==> src/inc/oms_defines.vh <==
`ifndef OMS_DEFINES_VH
`define OMS_DEFINES_VH
// mode selection values
`define OMS_SEL_W 3
`define OMS_SEL_SWITCHABLE 3'h0
`define OMS_SEL_PANEL_FIX 3'h1
`define OMS_SEL_EXT_FIX 3'h2
`define OMS_SEL_COMB1 3'h3
`define OMS_SEL_COMB2 3'h4
`define OMS_SEL_SWITCHOVER 3'h6
`define OMS_SEL_INTERLOCK 3'h7
// stop-input logic value that inverts the output-stop input
`define OMS_STOP_LOGIC_W 2
`define OMS_STOP_LOGIC_INV 2'h2
// terminal function codes
`define OMS_FUNC_W 8
`define OMS_FUNC_INTERLOCK 8'h0C
`define OMS_FUNC_PANEL_EXT 8'h10
`define OMS_FUNC_PANEL_REMOTE 8'h41
`define OMS_FUNC_EXT_REMOTE 8'h42
// terminal count (settings 178..182)
`define OMS_NUM_TERM 5
// comm start-up values
`define OMS_COMM_W 4
`define OMS_COMM_NET 4'h1
`define OMS_COMM_PANEL_NET 4'hA
// one-hot mode codes
`define OMS_MODE_W 4
`define OMS_MODE_EXT 4'h1
`define OMS_MODE_PANEL 4'h2
`define OMS_MODE_NET 4'h4
`define OMS_MODE_COMB 4'h8
`endif

==> src/oms_sync.v <==
`timescale 1ns/1ps
`default_nettype none
module oms_sync #(
   parameter WIDTH = 1
) (
   input wire ref_clk_i,
   input wire rst_i,
   input wire [WIDTH-1:0] async_i,
   output wire [WIDTH-1:0] sync_o
);
   reg [WIDTH-1:0] meta_r;
   reg [WIDTH-1:0] sync_r;
   // two-stage synchroniser; first stage only feeds second
   always @(posedge ref_clk_i) begin
      if (rst_i) begin
         meta_r <= {WIDTH{1'b0}};
         sync_r <= {WIDTH{1'b0}};
      end else begin
         meta_r <= async_i;
         sync_r <= meta_r;
      end
   end
   assign sync_o = sync_r;
endmodule // oms_sync
`default_nettype wire

==> src/oms_mode_selector.v <==
`timescale 1ns/1ps
`default_nettype none
`include "oms_defines.vh"
module oms_mode_selector #(
   parameter NUM_TERM = `OMS_NUM_TERM
) (
   input wire ref_clk_i,
   input wire rst_i,
   input wire [`OMS_SEL_W-1:0] op_mode_selection_i,
   input wire [`OMS_STOP_LOGIC_W-1:0] stop_input_logic_sel_i,
   input wire [`OMS_COMM_W-1:0] comm_startup_mode_sel_i,
   input wire [NUM_TERM*`OMS_FUNC_W-1:0] input_terminal_function_sel_i,
   input wire [NUM_TERM-1:0] terminal_i,
   input wire output_stop_input_i,
   input wire forward_run_cmd_i,
   input wire reverse_run_cmd_i,
   input wire motor_running_i,
   input wire alarm_i,
   input wire panel_stop_reset_key_i,
   input wire panel_mode_req_i,
   input wire ext_mode_req_i,
   input wire net_mode_req_i,
   input wire param_write_req_i,
   input wire param_write_is_sel_i,
   output wire [`OMS_MODE_W-1:0] op_mode_o,
   output wire output_stop_o,
   output wire param_write_en_o,
   output wire drive_reset_o,
   output wire mode_req_refused_o,
   output wire forced_ext_o
);
   // two-flop synchronisers for the terminal, output-stop, run-command, key and mode-request inputs
   wire [NUM_TERM-1:0] term_s;
   wire stop_in_s;
   wire fwd_s;
   wire rev_s;
   wire key_s;
   wire preq_s;
   wire ereq_s;
   wire nreq_s;

   oms_sync #(.WIDTH(NUM_TERM)) u_sync_term (
      .ref_clk_i(ref_clk_i),
      .rst_i(rst_i),
      .async_i(terminal_i),
      .sync_o(term_s)
   );

   oms_sync #(.WIDTH(1)) u_sync_stop (
      .ref_clk_i(ref_clk_i),
      .rst_i(rst_i),
      .async_i(output_stop_input_i),
      .sync_o(stop_in_s)
   );

   oms_sync #(.WIDTH(1)) u_sync_fwd (
      .ref_clk_i(ref_clk_i),
      .rst_i(rst_i),
      .async_i(forward_run_cmd_i),
      .sync_o(fwd_s)
   );

   oms_sync #(.WIDTH(1)) u_sync_rev (
      .ref_clk_i(ref_clk_i),
      .rst_i(rst_i),
      .async_i(reverse_run_cmd_i),
      .sync_o(rev_s)
   );

   oms_sync #(.WIDTH(1)) u_sync_key (
      .ref_clk_i(ref_clk_i),
      .rst_i(rst_i),
      .async_i(panel_stop_reset_key_i),
      .sync_o(key_s)
   );

   oms_sync #(.WIDTH(1)) u_sync_preq (
      .ref_clk_i(ref_clk_i),
      .rst_i(rst_i),
      .async_i(panel_mode_req_i),
      .sync_o(preq_s)
   );

   oms_sync #(.WIDTH(1)) u_sync_ereq (
      .ref_clk_i(ref_clk_i),
      .rst_i(rst_i),
      .async_i(ext_mode_req_i),
      .sync_o(ereq_s)
   );

   oms_sync #(.WIDTH(1)) u_sync_nreq (
      .ref_clk_i(ref_clk_i),
      .rst_i(rst_i),
      .async_i(net_mode_req_i),
      .sync_o(nreq_s)
   );

   // per-terminal function decode
   wire [NUM_TERM-1:0] is_ilk_w;
   wire [NUM_TERM-1:0] is_pe_w;
   wire [NUM_TERM-1:0] is_pn_w;
   wire [NUM_TERM-1:0] is_en_w;
   genvar g;
   generate
      for (g = 0; g < NUM_TERM; g = g + 1) begin : g_term
         wire [`OMS_FUNC_W-1:0] fn = input_terminal_function_sel_i[g*`OMS_FUNC_W +: `OMS_FUNC_W];
         assign is_ilk_w[g] = (fn == `OMS_FUNC_INTERLOCK);
         assign is_pe_w[g] = (fn == `OMS_FUNC_PANEL_EXT);
         assign is_pn_w[g] = (fn == `OMS_FUNC_PANEL_REMOTE);
         assign is_en_w[g] = (fn == `OMS_FUNC_EXT_REMOTE);
      end
   endgenerate

   wire ilk_assigned = |is_ilk_w;
   wire pe_assigned = |is_pe_w;
   wire pn_assigned = |is_pn_w;
   wire en_assigned = |is_en_w;
   wire sel7 = (op_mode_selection_i == `OMS_SEL_INTERLOCK);
   wire stop_pol = (stop_input_logic_sel_i == `OMS_STOP_LOGIC_INV) ? ~stop_in_s : stop_in_s;
   wire ilk_from_stop = sel7 & ~ilk_assigned;
   wire ilk_on = ilk_assigned ? |(term_s & is_ilk_w) : stop_pol;
   wire ilk_off = sel7 & ~ilk_on;
   wire panel_ext_sw = |(term_s & is_pe_w);
   wire panel_net_sw = |(term_s & is_pn_w);
   wire ext_net_sw = |(term_s & is_en_w);
   wire run_cmd = fwd_s | rev_s;
   wire stopped = ~motor_running_i & ~run_cmd;

   reg [`OMS_MODE_W-1:0] mode_r;
   reg [`OMS_MODE_W-1:0] mode_nxt;
   reg forced_r;
   reg forced_nxt;
   reg refused_r;
   reg refused_nxt;
   reg [`OMS_SEL_W-1:0] sel_last_r;
   reg [`OMS_MODE_W-1:0] init_mode;
   reg [`OMS_MODE_W-1:0] want;
   reg want_valid;
   reg may_switch;

   // mode implied by selection, and for selections 0, 6 and 7 by the comm start-up value
   always @* begin
      init_mode = `OMS_MODE_PANEL;
      case (op_mode_selection_i)
         `OMS_SEL_PANEL_FIX: init_mode = `OMS_MODE_PANEL;
         `OMS_SEL_EXT_FIX: init_mode = `OMS_MODE_EXT;
         `OMS_SEL_COMB1: init_mode = `OMS_MODE_COMB;
         `OMS_SEL_COMB2: init_mode = `OMS_MODE_COMB;
         default: init_mode = (comm_startup_mode_sel_i == `OMS_COMM_NET) ? `OMS_MODE_NET : `OMS_MODE_EXT;
      endcase
   end

   always @* begin
      mode_nxt = mode_r;
      forced_nxt = forced_r;
      refused_nxt = 1'b0;
      want = mode_r;
      want_valid = 1'b0;
      may_switch = stopped;
      if (op_mode_selection_i == `OMS_SEL_SWITCHOVER) begin
         may_switch = 1'b1;
      end
      case (op_mode_selection_i)
         `OMS_SEL_PANEL_FIX: begin
            mode_nxt = `OMS_MODE_PANEL;
            forced_nxt = 1'b0;
         end
         `OMS_SEL_COMB1, `OMS_SEL_COMB2: begin
            mode_nxt = `OMS_MODE_COMB;
            forced_nxt = 1'b0;
         end
         `OMS_SEL_EXT_FIX: begin
            forced_nxt = 1'b0;
            if (en_assigned && stopped) begin
               mode_nxt = ext_net_sw ? `OMS_MODE_NET : `OMS_MODE_EXT;
            end else if (nreq_s && stopped) begin
               mode_nxt = `OMS_MODE_NET;
            end else if (mode_r != `OMS_MODE_NET || ereq_s) begin
               mode_nxt = `OMS_MODE_EXT;
            end
            refused_nxt = preq_s;
         end
         `OMS_SEL_SWITCHABLE, `OMS_SEL_SWITCHOVER, `OMS_SEL_INTERLOCK: begin
            if (ilk_off) begin
               if (mode_r != `OMS_MODE_EXT) begin
                  forced_nxt = 1'b1;
               end
               mode_nxt = `OMS_MODE_EXT;
               refused_nxt = preq_s | nreq_s;
            end else begin
               forced_nxt = 1'b0;
               if (en_assigned && comm_startup_mode_sel_i != `OMS_COMM_PANEL_NET) begin
                  want = ext_net_sw ? `OMS_MODE_NET : (pe_assigned && !panel_ext_sw ? `OMS_MODE_PANEL
                         : `OMS_MODE_EXT);
                  want_valid = 1'b1;
               end else if (pn_assigned && comm_startup_mode_sel_i == `OMS_COMM_PANEL_NET) begin
                  want = panel_net_sw ? (pe_assigned && panel_ext_sw ? `OMS_MODE_EXT : `OMS_MODE_PANEL)
                         : `OMS_MODE_NET;
                  want_valid = 1'b1;
               end else if (pe_assigned) begin
                  want = panel_ext_sw ? `OMS_MODE_EXT : `OMS_MODE_PANEL;
                  want_valid = 1'b1;
               end else if (preq_s) begin
                  want = `OMS_MODE_PANEL;
                  want_valid = 1'b1;
               end else if (ereq_s) begin
                  want = `OMS_MODE_EXT;
                  want_valid = 1'b1;
               end else if (nreq_s) begin
                  want = `OMS_MODE_NET;
                  want_valid = 1'b1;
               end
               if (want_valid && want != mode_r) begin
                  if (!may_switch) begin
                     refused_nxt = 1'b1;
                  end else if (want == `OMS_MODE_PANEL && run_cmd) begin
                     refused_nxt = 1'b1;
                  end else begin
                     mode_nxt = want;
                  end
               end
            end
         end
         default: begin
            mode_nxt = init_mode;
            forced_nxt = 1'b0;
         end
      endcase
      if (mode_r == `OMS_MODE_COMB && mode_nxt != `OMS_MODE_COMB && op_mode_selection_i != `OMS_SEL_COMB1 &&
          op_mode_selection_i != `OMS_SEL_COMB2 && op_mode_selection_i != sel_last_r) begin
         mode_nxt = init_mode;
      end
   end

   // mode register; a selection change reloads its implied mode, except a change to 7 while the interlock is off
   always @(posedge ref_clk_i) begin
      if (rst_i) begin
         mode_r <= init_mode;
         forced_r <= 1'b0;
         refused_r <= 1'b0;
         sel_last_r <= `OMS_SEL_SWITCHABLE;
      end else if (sel_last_r != op_mode_selection_i && !(sel7 && ilk_off)) begin
         mode_r <= init_mode;
         forced_r <= 1'b0;
         refused_r <= 1'b0;
         sel_last_r <= op_mode_selection_i;
      end else begin
         mode_r <= mode_nxt;
         forced_r <= forced_nxt;
         refused_r <= refused_nxt;
         sel_last_r <= op_mode_selection_i;
      end
   end

   // registered outputs
   reg stop_r;
   reg reset_r;
   reg wen_r;
   always @(posedge ref_clk_i) begin
      if (rst_i) begin
         stop_r <= 1'b0;
         reset_r <= 1'b0;
         wen_r <= 1'b0;
      end else begin
         if (ilk_from_stop) begin
            stop_r <= ilk_on && mode_r == `OMS_MODE_EXT && motor_running_i;
         end else begin
            stop_r <= stop_pol;
         end
         reset_r <= forced_r & alarm_i & key_s;
         wen_r <= param_write_req_i & (~ilk_off | param_write_is_sel_i);
      end
   end

   assign op_mode_o = mode_r;
   assign output_stop_o = stop_r;
   assign drive_reset_o = reset_r;
   assign param_write_en_o = wen_r;
   assign mode_req_refused_o = refused_r;
   assign forced_ext_o = forced_r;
endmodule // oms_mode_selector
`default_nettype wire

==> config.mk <==
export PLATFORM = sky130hd
export DESIGN_NAME = oms_mode_selector
export DESIGN_NICKNAME = d
export VERILOG_FILES = /design/src/oms_sync.v /design/src/oms_mode_selector.v
export VERILOG_INCLUDE_DIRS = /design/src /design/src/inc
export SDC_FILE = /design/constraint.sdc
export NUM_CORES = 1
export LEC_CHECK = 0
export BUFFER_PORTS_ARGS = -buffer_cell sky130_fd_sc_hd__buf_4
export CAP_MARGIN = 20
export CELL_PAD_IN_SITES_DETAIL_PLACEMENT = 0
export CELL_PAD_IN_SITES_GLOBAL_PLACEMENT = 2
export CORE_MARGIN = 5
export CORE_UTILIZATION = 31
export DETAILED_ROUTE_END_ITERATION = 16
export GPL_ROUTABILITY_DRIVEN = 0
export HOLD_SLACK_MARGIN = 0.02
export PLACE_DENSITY = 0.85
export SYNTH_ARGS = -nofsm -noshare
export SYNTH_HDL_FRONTEND = slang
export SYNTH_SLANG_ARGS = --single-unit
==> constraint.sdc <==
create_clock -name ref_clk_i -period 5.45 [get_ports ref_clk_i]
set_input_delay 0.8175 -clock ref_clk_i [delete_from_list [all_inputs] [get_ports ref_clk_i]]
set_output_delay 0.8175 -clock ref_clk_i [all_outputs]
set_load 0.02 [all_outputs]
==> impl_metrics.json, run 1 <==
{
  "status": "completed",
  "syn-num-nets": 342,
  "post-route-util_pct": 42.5,
  "drt-total-wl_um": 6760,
  "grt_use_met2_pct": 22.2,
  "internal_power_mw": 0.482,
  "finClkSkew_ns": 0.00631,
  "ys_warn_count": 0,
  "dr.pass1.iters": 4,
  "cts.repair.resized": 0,
  "min_path_type": "flip-flop to flip-flop",
  "die_h_um": 96.8,
  "grt.total_usage_pct": 14.2,
  "h-tree-depth": 2,
  "cts_buffers": 5,
  "finalNetCount": 415,
  "cts_sinks": 36,
  "cp_num_buf_inv": 1,
  "diodes": 0,
  "num_io_pins": 76,
  "worst_pin_slew_ns": 0.617,
  "synth_commonest_cells": "dfxtp_1 (36), nor2b_1 (36), nor2_1 (21)",
  "maxCapViolCount": 0,
  "syn_area_per_cell_um2": 8.49,
  "ir_worst_vdd_v": 0.000188,
  "rsz0062_at_grt": "no",
  "cp.arrival_ns": 3.53,
  "fp.dieW_um": 96.8,
  "dp_slack_ns": 1.82,
  "cts_buffer_depth": 2,
  "crit_chain": "buf_4, or4b_4, and4bb_1, a31oi_1, a31oi_4, a31oi_2, a221oi_1, nor4_4, a21o_2, a221oi_2, nor2b_1",
  "post-cts-setup-buffers": 0,
  "synth_seq_cells": 36,
  "use_met3_pct": 3.81,
  "max_slew_margin_pct": 58.3,
  "holdWs_ns": 0.429,
  "finalHoldViolCount": 0,
  "syn_inst": 275,
  "synthesis.area_um2": 2330,
  "ys_seq_area_share_pct": 30.9,
  "start_kind": "primary input",
  "swShare_pct": 26.3,
  "ys_types": 66,
  "busiest_layer": "met2",
  "drt_iter0_drc": 136,
  "powerDensity_nw_per_um2": 211,
  "cp_max_fo": 10,
  "io_buffers": 75,
  "ys.flop_type": "dfxtp_1",
  "area_delta_synth_final_pct": 32.7,
  "combPwrFrac_pct": 21.0,
  "synth_area_leaders": "dfxtp_1 (31%), nor2b_1 (9.6%), nor4b_1 (3.8%)",
  "drcViolationCount": 0,
  "clockPowerShare_pct": 35.3,
  "seq_power_share_pct": 43.6,
  "fillers": 764,
  "end_kind": "flip-flop",
  "cpMaxStageDelayCell": "or4b_4",
  "finalSetupViolCount": 0,
  "max_freq_ghz": 0.298,
  "core_area_um2": 7290,
  "wl_per_cell_um": 15.1,
  "grt_max_degree": 33,
  "finalCritPeriodShare_pct": 61.6,
  "row_count": 31,
  "dp_hpwl_um": 5410,
  "cpLargestDelayFamily": "compound AO/OA/AOI/OAI gates",
  "max_stage_delay_ns": 0.54,
  "num_vias": 2395,
  "antenna_found_initial": 0,
  "drive_above_1_share_pct": 28.9,
  "floorplan.initialDensity_pct": 32.0,
  "overflow": 0,
  "critPathKind": "primary input to flip-flop",
  "ant_nets": 0,
  "period_needed_ns": 3.36,
  "clk_latency_ns": 0.29,
  "grt_pass1_vias": 2353,
  "routed_via_density": 5.35,
  "grtUsageMet1_pct": 19.0,
  "power_switching_mw": 0.172,
  "seqCellArea_um2": 721,
  "slew_violations": 0,
  "multi_input_area_um2": 1550,
  "cts_tree": "done",
  "async_reset_ff_share_pct": 0,
  "yosysTopAreaCell": "dfxtp_1",
  "cts-root-buf": "clkbuf_8",
  "finalWorstSetupSlack_ns": 2.09,
  "holdBufCountCts": 0,
  "die-area_um2": 9370,
  "p_leak_nw": 1.25,
  "worstPathRequired_ns": 5.63,
  "synth_edf_count": 0,
  "netlist.area_leader.share_pct": 30.9,
  "path_clk_slew_ns": 0.07,
  "grt_pass1_wl_um": 11200,
  "fin_tns_setup_ns": 0
}
## worst paths after layout
path	endpoint	from	slack, ns	cells past startpoint
hold reg to reg	drive_reset_o	u_sync_key.sync_o	0.43	2
setup reg to reg	op_mode_o[1]	u_sync_term.sync_o[0]	2.88	10
hold / removal	drive_reset_o	u_sync_key.sync_o	0.43	2
setup / recovery	op_mode_o[2]	input_terminal_function_sel_i[5]	2.09	11
## worst reg2reg max path, stage by stage, from the launching register on
cell and delay (ns):
dfxtp_1 0.42, nand3b_1 0.10, nor4_1 0.24, a31oi_1 0.06
and3_1 0.16, a31oi_2 0.41, mux2i_1 0.19, nor4_4 0.40
a21o_2 0.22, a21oi_1 0.08, a21o_1 0.18
## layout make-up
class,count,area share (%)
Multi-Input combinational cell,223,50.1
Sequential cell,36,23.3
Inverter,7,0.848
Timing Repair Buffer,75,18.2
Clock inverter,3,1.37
Clock buffer,5,2.22
Tap cell,99,4.00
## cells by family after synthesis
kind of cell	share of synthesized area, %
mux	0.911
buf+inv	2.57
simple gates	41.9
flops	30.9
compound gates	21.9
xor+xnor	1.88
## cell usage in the layout, fill, tap and decap left out, types with 4 or more instances in the layout
cell type,n
clkbuf_8,5
buf_4,75
nor4_1,6
o31ai_1,5
and4b_1,4
xnor2_1,4
nand3_1,10
o21ai_0,5
nand2_1,10
dfxtp_1,36
nand3b_1,5
nor2b_1,36
a31o_1,4
a211oi_1,4
nor4b_1,10
nor2_1,21
or4_1,4
a21oi_1,7
a22oi_1,4
nor3_1,8
nand4_1,11
or4b_2,4
and3_1,4
inv_1,7
nand2b_1,6
## power groups by stage
stage	clock, mW	sequential [mW]	combinational [mW]
detailed placement	0	0.292	0.136
finish	0.231	0.286	0.138
CTS	0.241	0.286	0.137
global route	0.253	0.287	0.151
floorplan	0	0.291	0.0712
global placement	0	0.292	0.137
## registers in the layout, indices dropped and copies added, names as in the netlist, 3 cells and up
name and flops:
u_sync_term.sync_o 5, op_mode_o 4, u_sync_term.meta_r 5, sel_last_r 3
## stage by stage
step | cell area (um2) | power [mW] | std cells
finish | 3100 | 0.654 | 448
global route | 3100 | 0.692 | 448
CTS | 3100 | 0.664 | 448
detailed placement | 2990 | 0.428 | 440
global placement | 2990 | 0.429 | 440
floorplan | 2330 | 0.363 | 275
## metal layers
| layer | part of all wire (%) | vias up | wire length, um |
|---|---|---|---|
| li1 | - | 1202 | - |
| met1 | 48 | 1113 | 3230 |
| met2 | 46 | 71 | 3100 |
| met3 | 5.0 | 9 | 339 |
| met4 | 1.4 | 0 | 93 |
| met5 | 0 | - | 0 |
(Power assumes the default switching activity.)
==> inputs of run 2 (changes only) <==
Settings changed: CORE_UTILIZATION 31 to 29, PLACE_DENSITY 0.85 to 0.8.
Clock period 5.45 ns to 3.5 ns, I/O delays scaled along.
==> impl_metrics.json, run 2 (same netlist as run 1, synthesis figures left out) <==
{
  "diodes": 0,
  "cp_max_fo": 6,
  "hold_depth": 2,
  "swShare_pct": 27.4,
  "finalCritPeriodShare_pct": 86.4,
  "max_slew_margin_pct": 63.8,
  "finalWorstSetupSlack_ns": 0.475,
  "finalHoldViolCount": 0,
  "antenna_found_initial": 0,
  "row_count": 32,
  "drcViolationCount": 0,
  "worstPathRequired_ns": 3.68,
  "holdWs_ns": 0.426,
  "period_needed_ns": 3.03,
  "grt_pass1_vias": 2389,
  "power_switching_mw": 0.265,
  "grt_pass1_wl_um": 11400,
  "critPathKind": "primary input to flip-flop",
  "max_freq_ghz": 0.331,
  "area_delta_synth_final_pct": 32.9,
  "grt.total_usage_pct": 14.1,
  "internal_power_mw": 0.701,
  "core_area_um2": 7770,
  "use_met3_pct": 3.30,
  "die_h_um": 99.7,
  "cts.repair.resized": 0,
  "final_cell_count_no_fill": 453,
  "end_kind": "flip-flop",
  "r2r-start": "u_sync_term.sync_o[0]",
  "grtUsageMet1_pct": 19.9,
  "maxCapViolCount": 0,
  "die-area_um2": 9950,
  "layout_common_cells": "buf_4 (77), nor2b_1 (36), dfxtp_1 (36)",
  "drt_iter0_drc": 72,
  "busiest_layer": "met2",
  "h-tree-depth": 2,
  "rr_endpoint": "op_mode_o[1]",
  "cts_buffer_depth": 2,
  "r2r_setup_slack_ns": 0.93,
  "min_path_type": "flip-flop to flip-flop",
  "seq_power_share_pct": 46.0,
  "cts_sinks": 36,
  "ir_worst_vdd_v": 0.000194,
  "num_vias": 2354,
  "dp_hpwl_um": 5510,
  "slew_violations": 0,
  "finalNetCount": 417,
  "wl_per_cell_um": 14.9,
  "worst_pin_slew_ns": 0.535,
  "path_clk_slew_ns": 0.07,
  "finalSetupViolCount": 0,
  "drive_above_1_share_pct": 29.3,
  "cp.arrival_ns": 3.20,
  "cts_buffers": 5,
  "io_buffers": 75,
  "clockPowerShare_pct": 31.9,
  "overflow": 0,
  "status": "completed",
  "dp.cells": 445,
  "start_kind": "primary input",
  "clk_latency_ns": 0.28,
  "hold_end": "drive_reset_o",
  "grt_use_met2_pct": 21.6,
  "fin_tns_setup_ns": 0,
  "combPwrFrac_pct": 22.1,
  "p_leak_nw": 1.26,
  "cts_tree": "done",
  "rr_worst_depth": 10,
  "finClkSkew_ns": 0.00662,
  "rsz0062_at_grt": "no",
  "layout_commonest_cell": "buf_4",
  "dp_slack_ns": 0.180,
  "powerDensity_nw_per_um2": 311,
  "dr.pass1.iters": 4,
  "cts-root-buf": "clkbuf_8",
  "holdBufCountCts": 0,
  "post-cts-setup-buffers": 0,
  "ant_nets": 0,
  "drt-total-wl_um": 6750,
  "holdCritStartpoint": "u_sync_key.sync_o",
  "routed_via_density": 5.20,
  "floorplan.initialDensity_pct": 30.1,
  "num_io_pins": 76,
  "fp.dieW_um": 99.7,
  "grt_max_degree": 33
}
-- run 2: layout make-up --
class                      instances  area (um2)
clock inverter                     2        13.8
tap                              102         128
clock buffer                       6        82.6
fill                             838        4660
inverter                           7        26.3
multi-input combinational        223        1550
sequential                        36         721
timing repair buffer              77         578
-- run 2: routing by layer --
| layer | wire [um] | vias up |
|---|---|---|
| met5 | 0 | - |
| met4 | 118 | 0 |
| li1 | - | 1209 |
| met1 | 3190 | 1063 |
| met2 | 3010 | 72 |
| met3 | 426 | 10 |
-- run 2: worst max-delay path by stage --
stage / from / end / slack (ns) / cells past startpoint
3_5_place_dp: input_terminal_function_sel_i[5] / op_mode_o[1] / 0.18 / 11
4_1_cts: input_terminal_function_sel_i[5] / op_mode_o[1] / 0.48 / 11
3_3_place_gp: input_terminal_function_sel_i[5] / op_mode_o[2] / 0.21 / 11
5_1_grt: input_terminal_function_sel_i[28] / op_mode_o[2] / 0.21 / 11
2_1_floorplan: input_terminal_function_sel_i[5] / op_mode_o[1] / 0.45 / 10
6_report: input_terminal_function_sel_i[5] / op_mode_o[1] / 0.47 / 11
-- run 2: through the flow --
stage               area (um2)  power, mW  util (%)
CTS                       3100      0.980      39.9
floorplan                 2330      0.565         -
global placement          3010      0.668      38.7
global route              3100       1.03      39.9
finish                    3100      0.966      39.9
detailed placement        3010      0.668      38.7
-- run 2: power groups by stage --
stage | combinational (mW) | sequential [mW] | clock, mW
3_3_place_gp | 0.214 | 0.454 | 0
5_1_grt | 0.237 | 0.448 | 0.344
2_1_floorplan | 0.111 | 0.454 | 0
4_1_cts | 0.215 | 0.444 | 0.321
3_5_place_dp | 0.214 | 0.454 | 0
6_report | 0.214 | 0.444 | 0.308
-- run 2: critical path, stage by stage --
cell     delay (ns)
buf_4          0.12
or4b_4         0.54
or4_1          0.50
and3_4         0.18
o21ai_4        0.08
nor2_4         0.08
a221o_1        0.36
nor4_4         0.36
a21o_2         0.22
a21oi_1        0.07
a21o_1         0.17
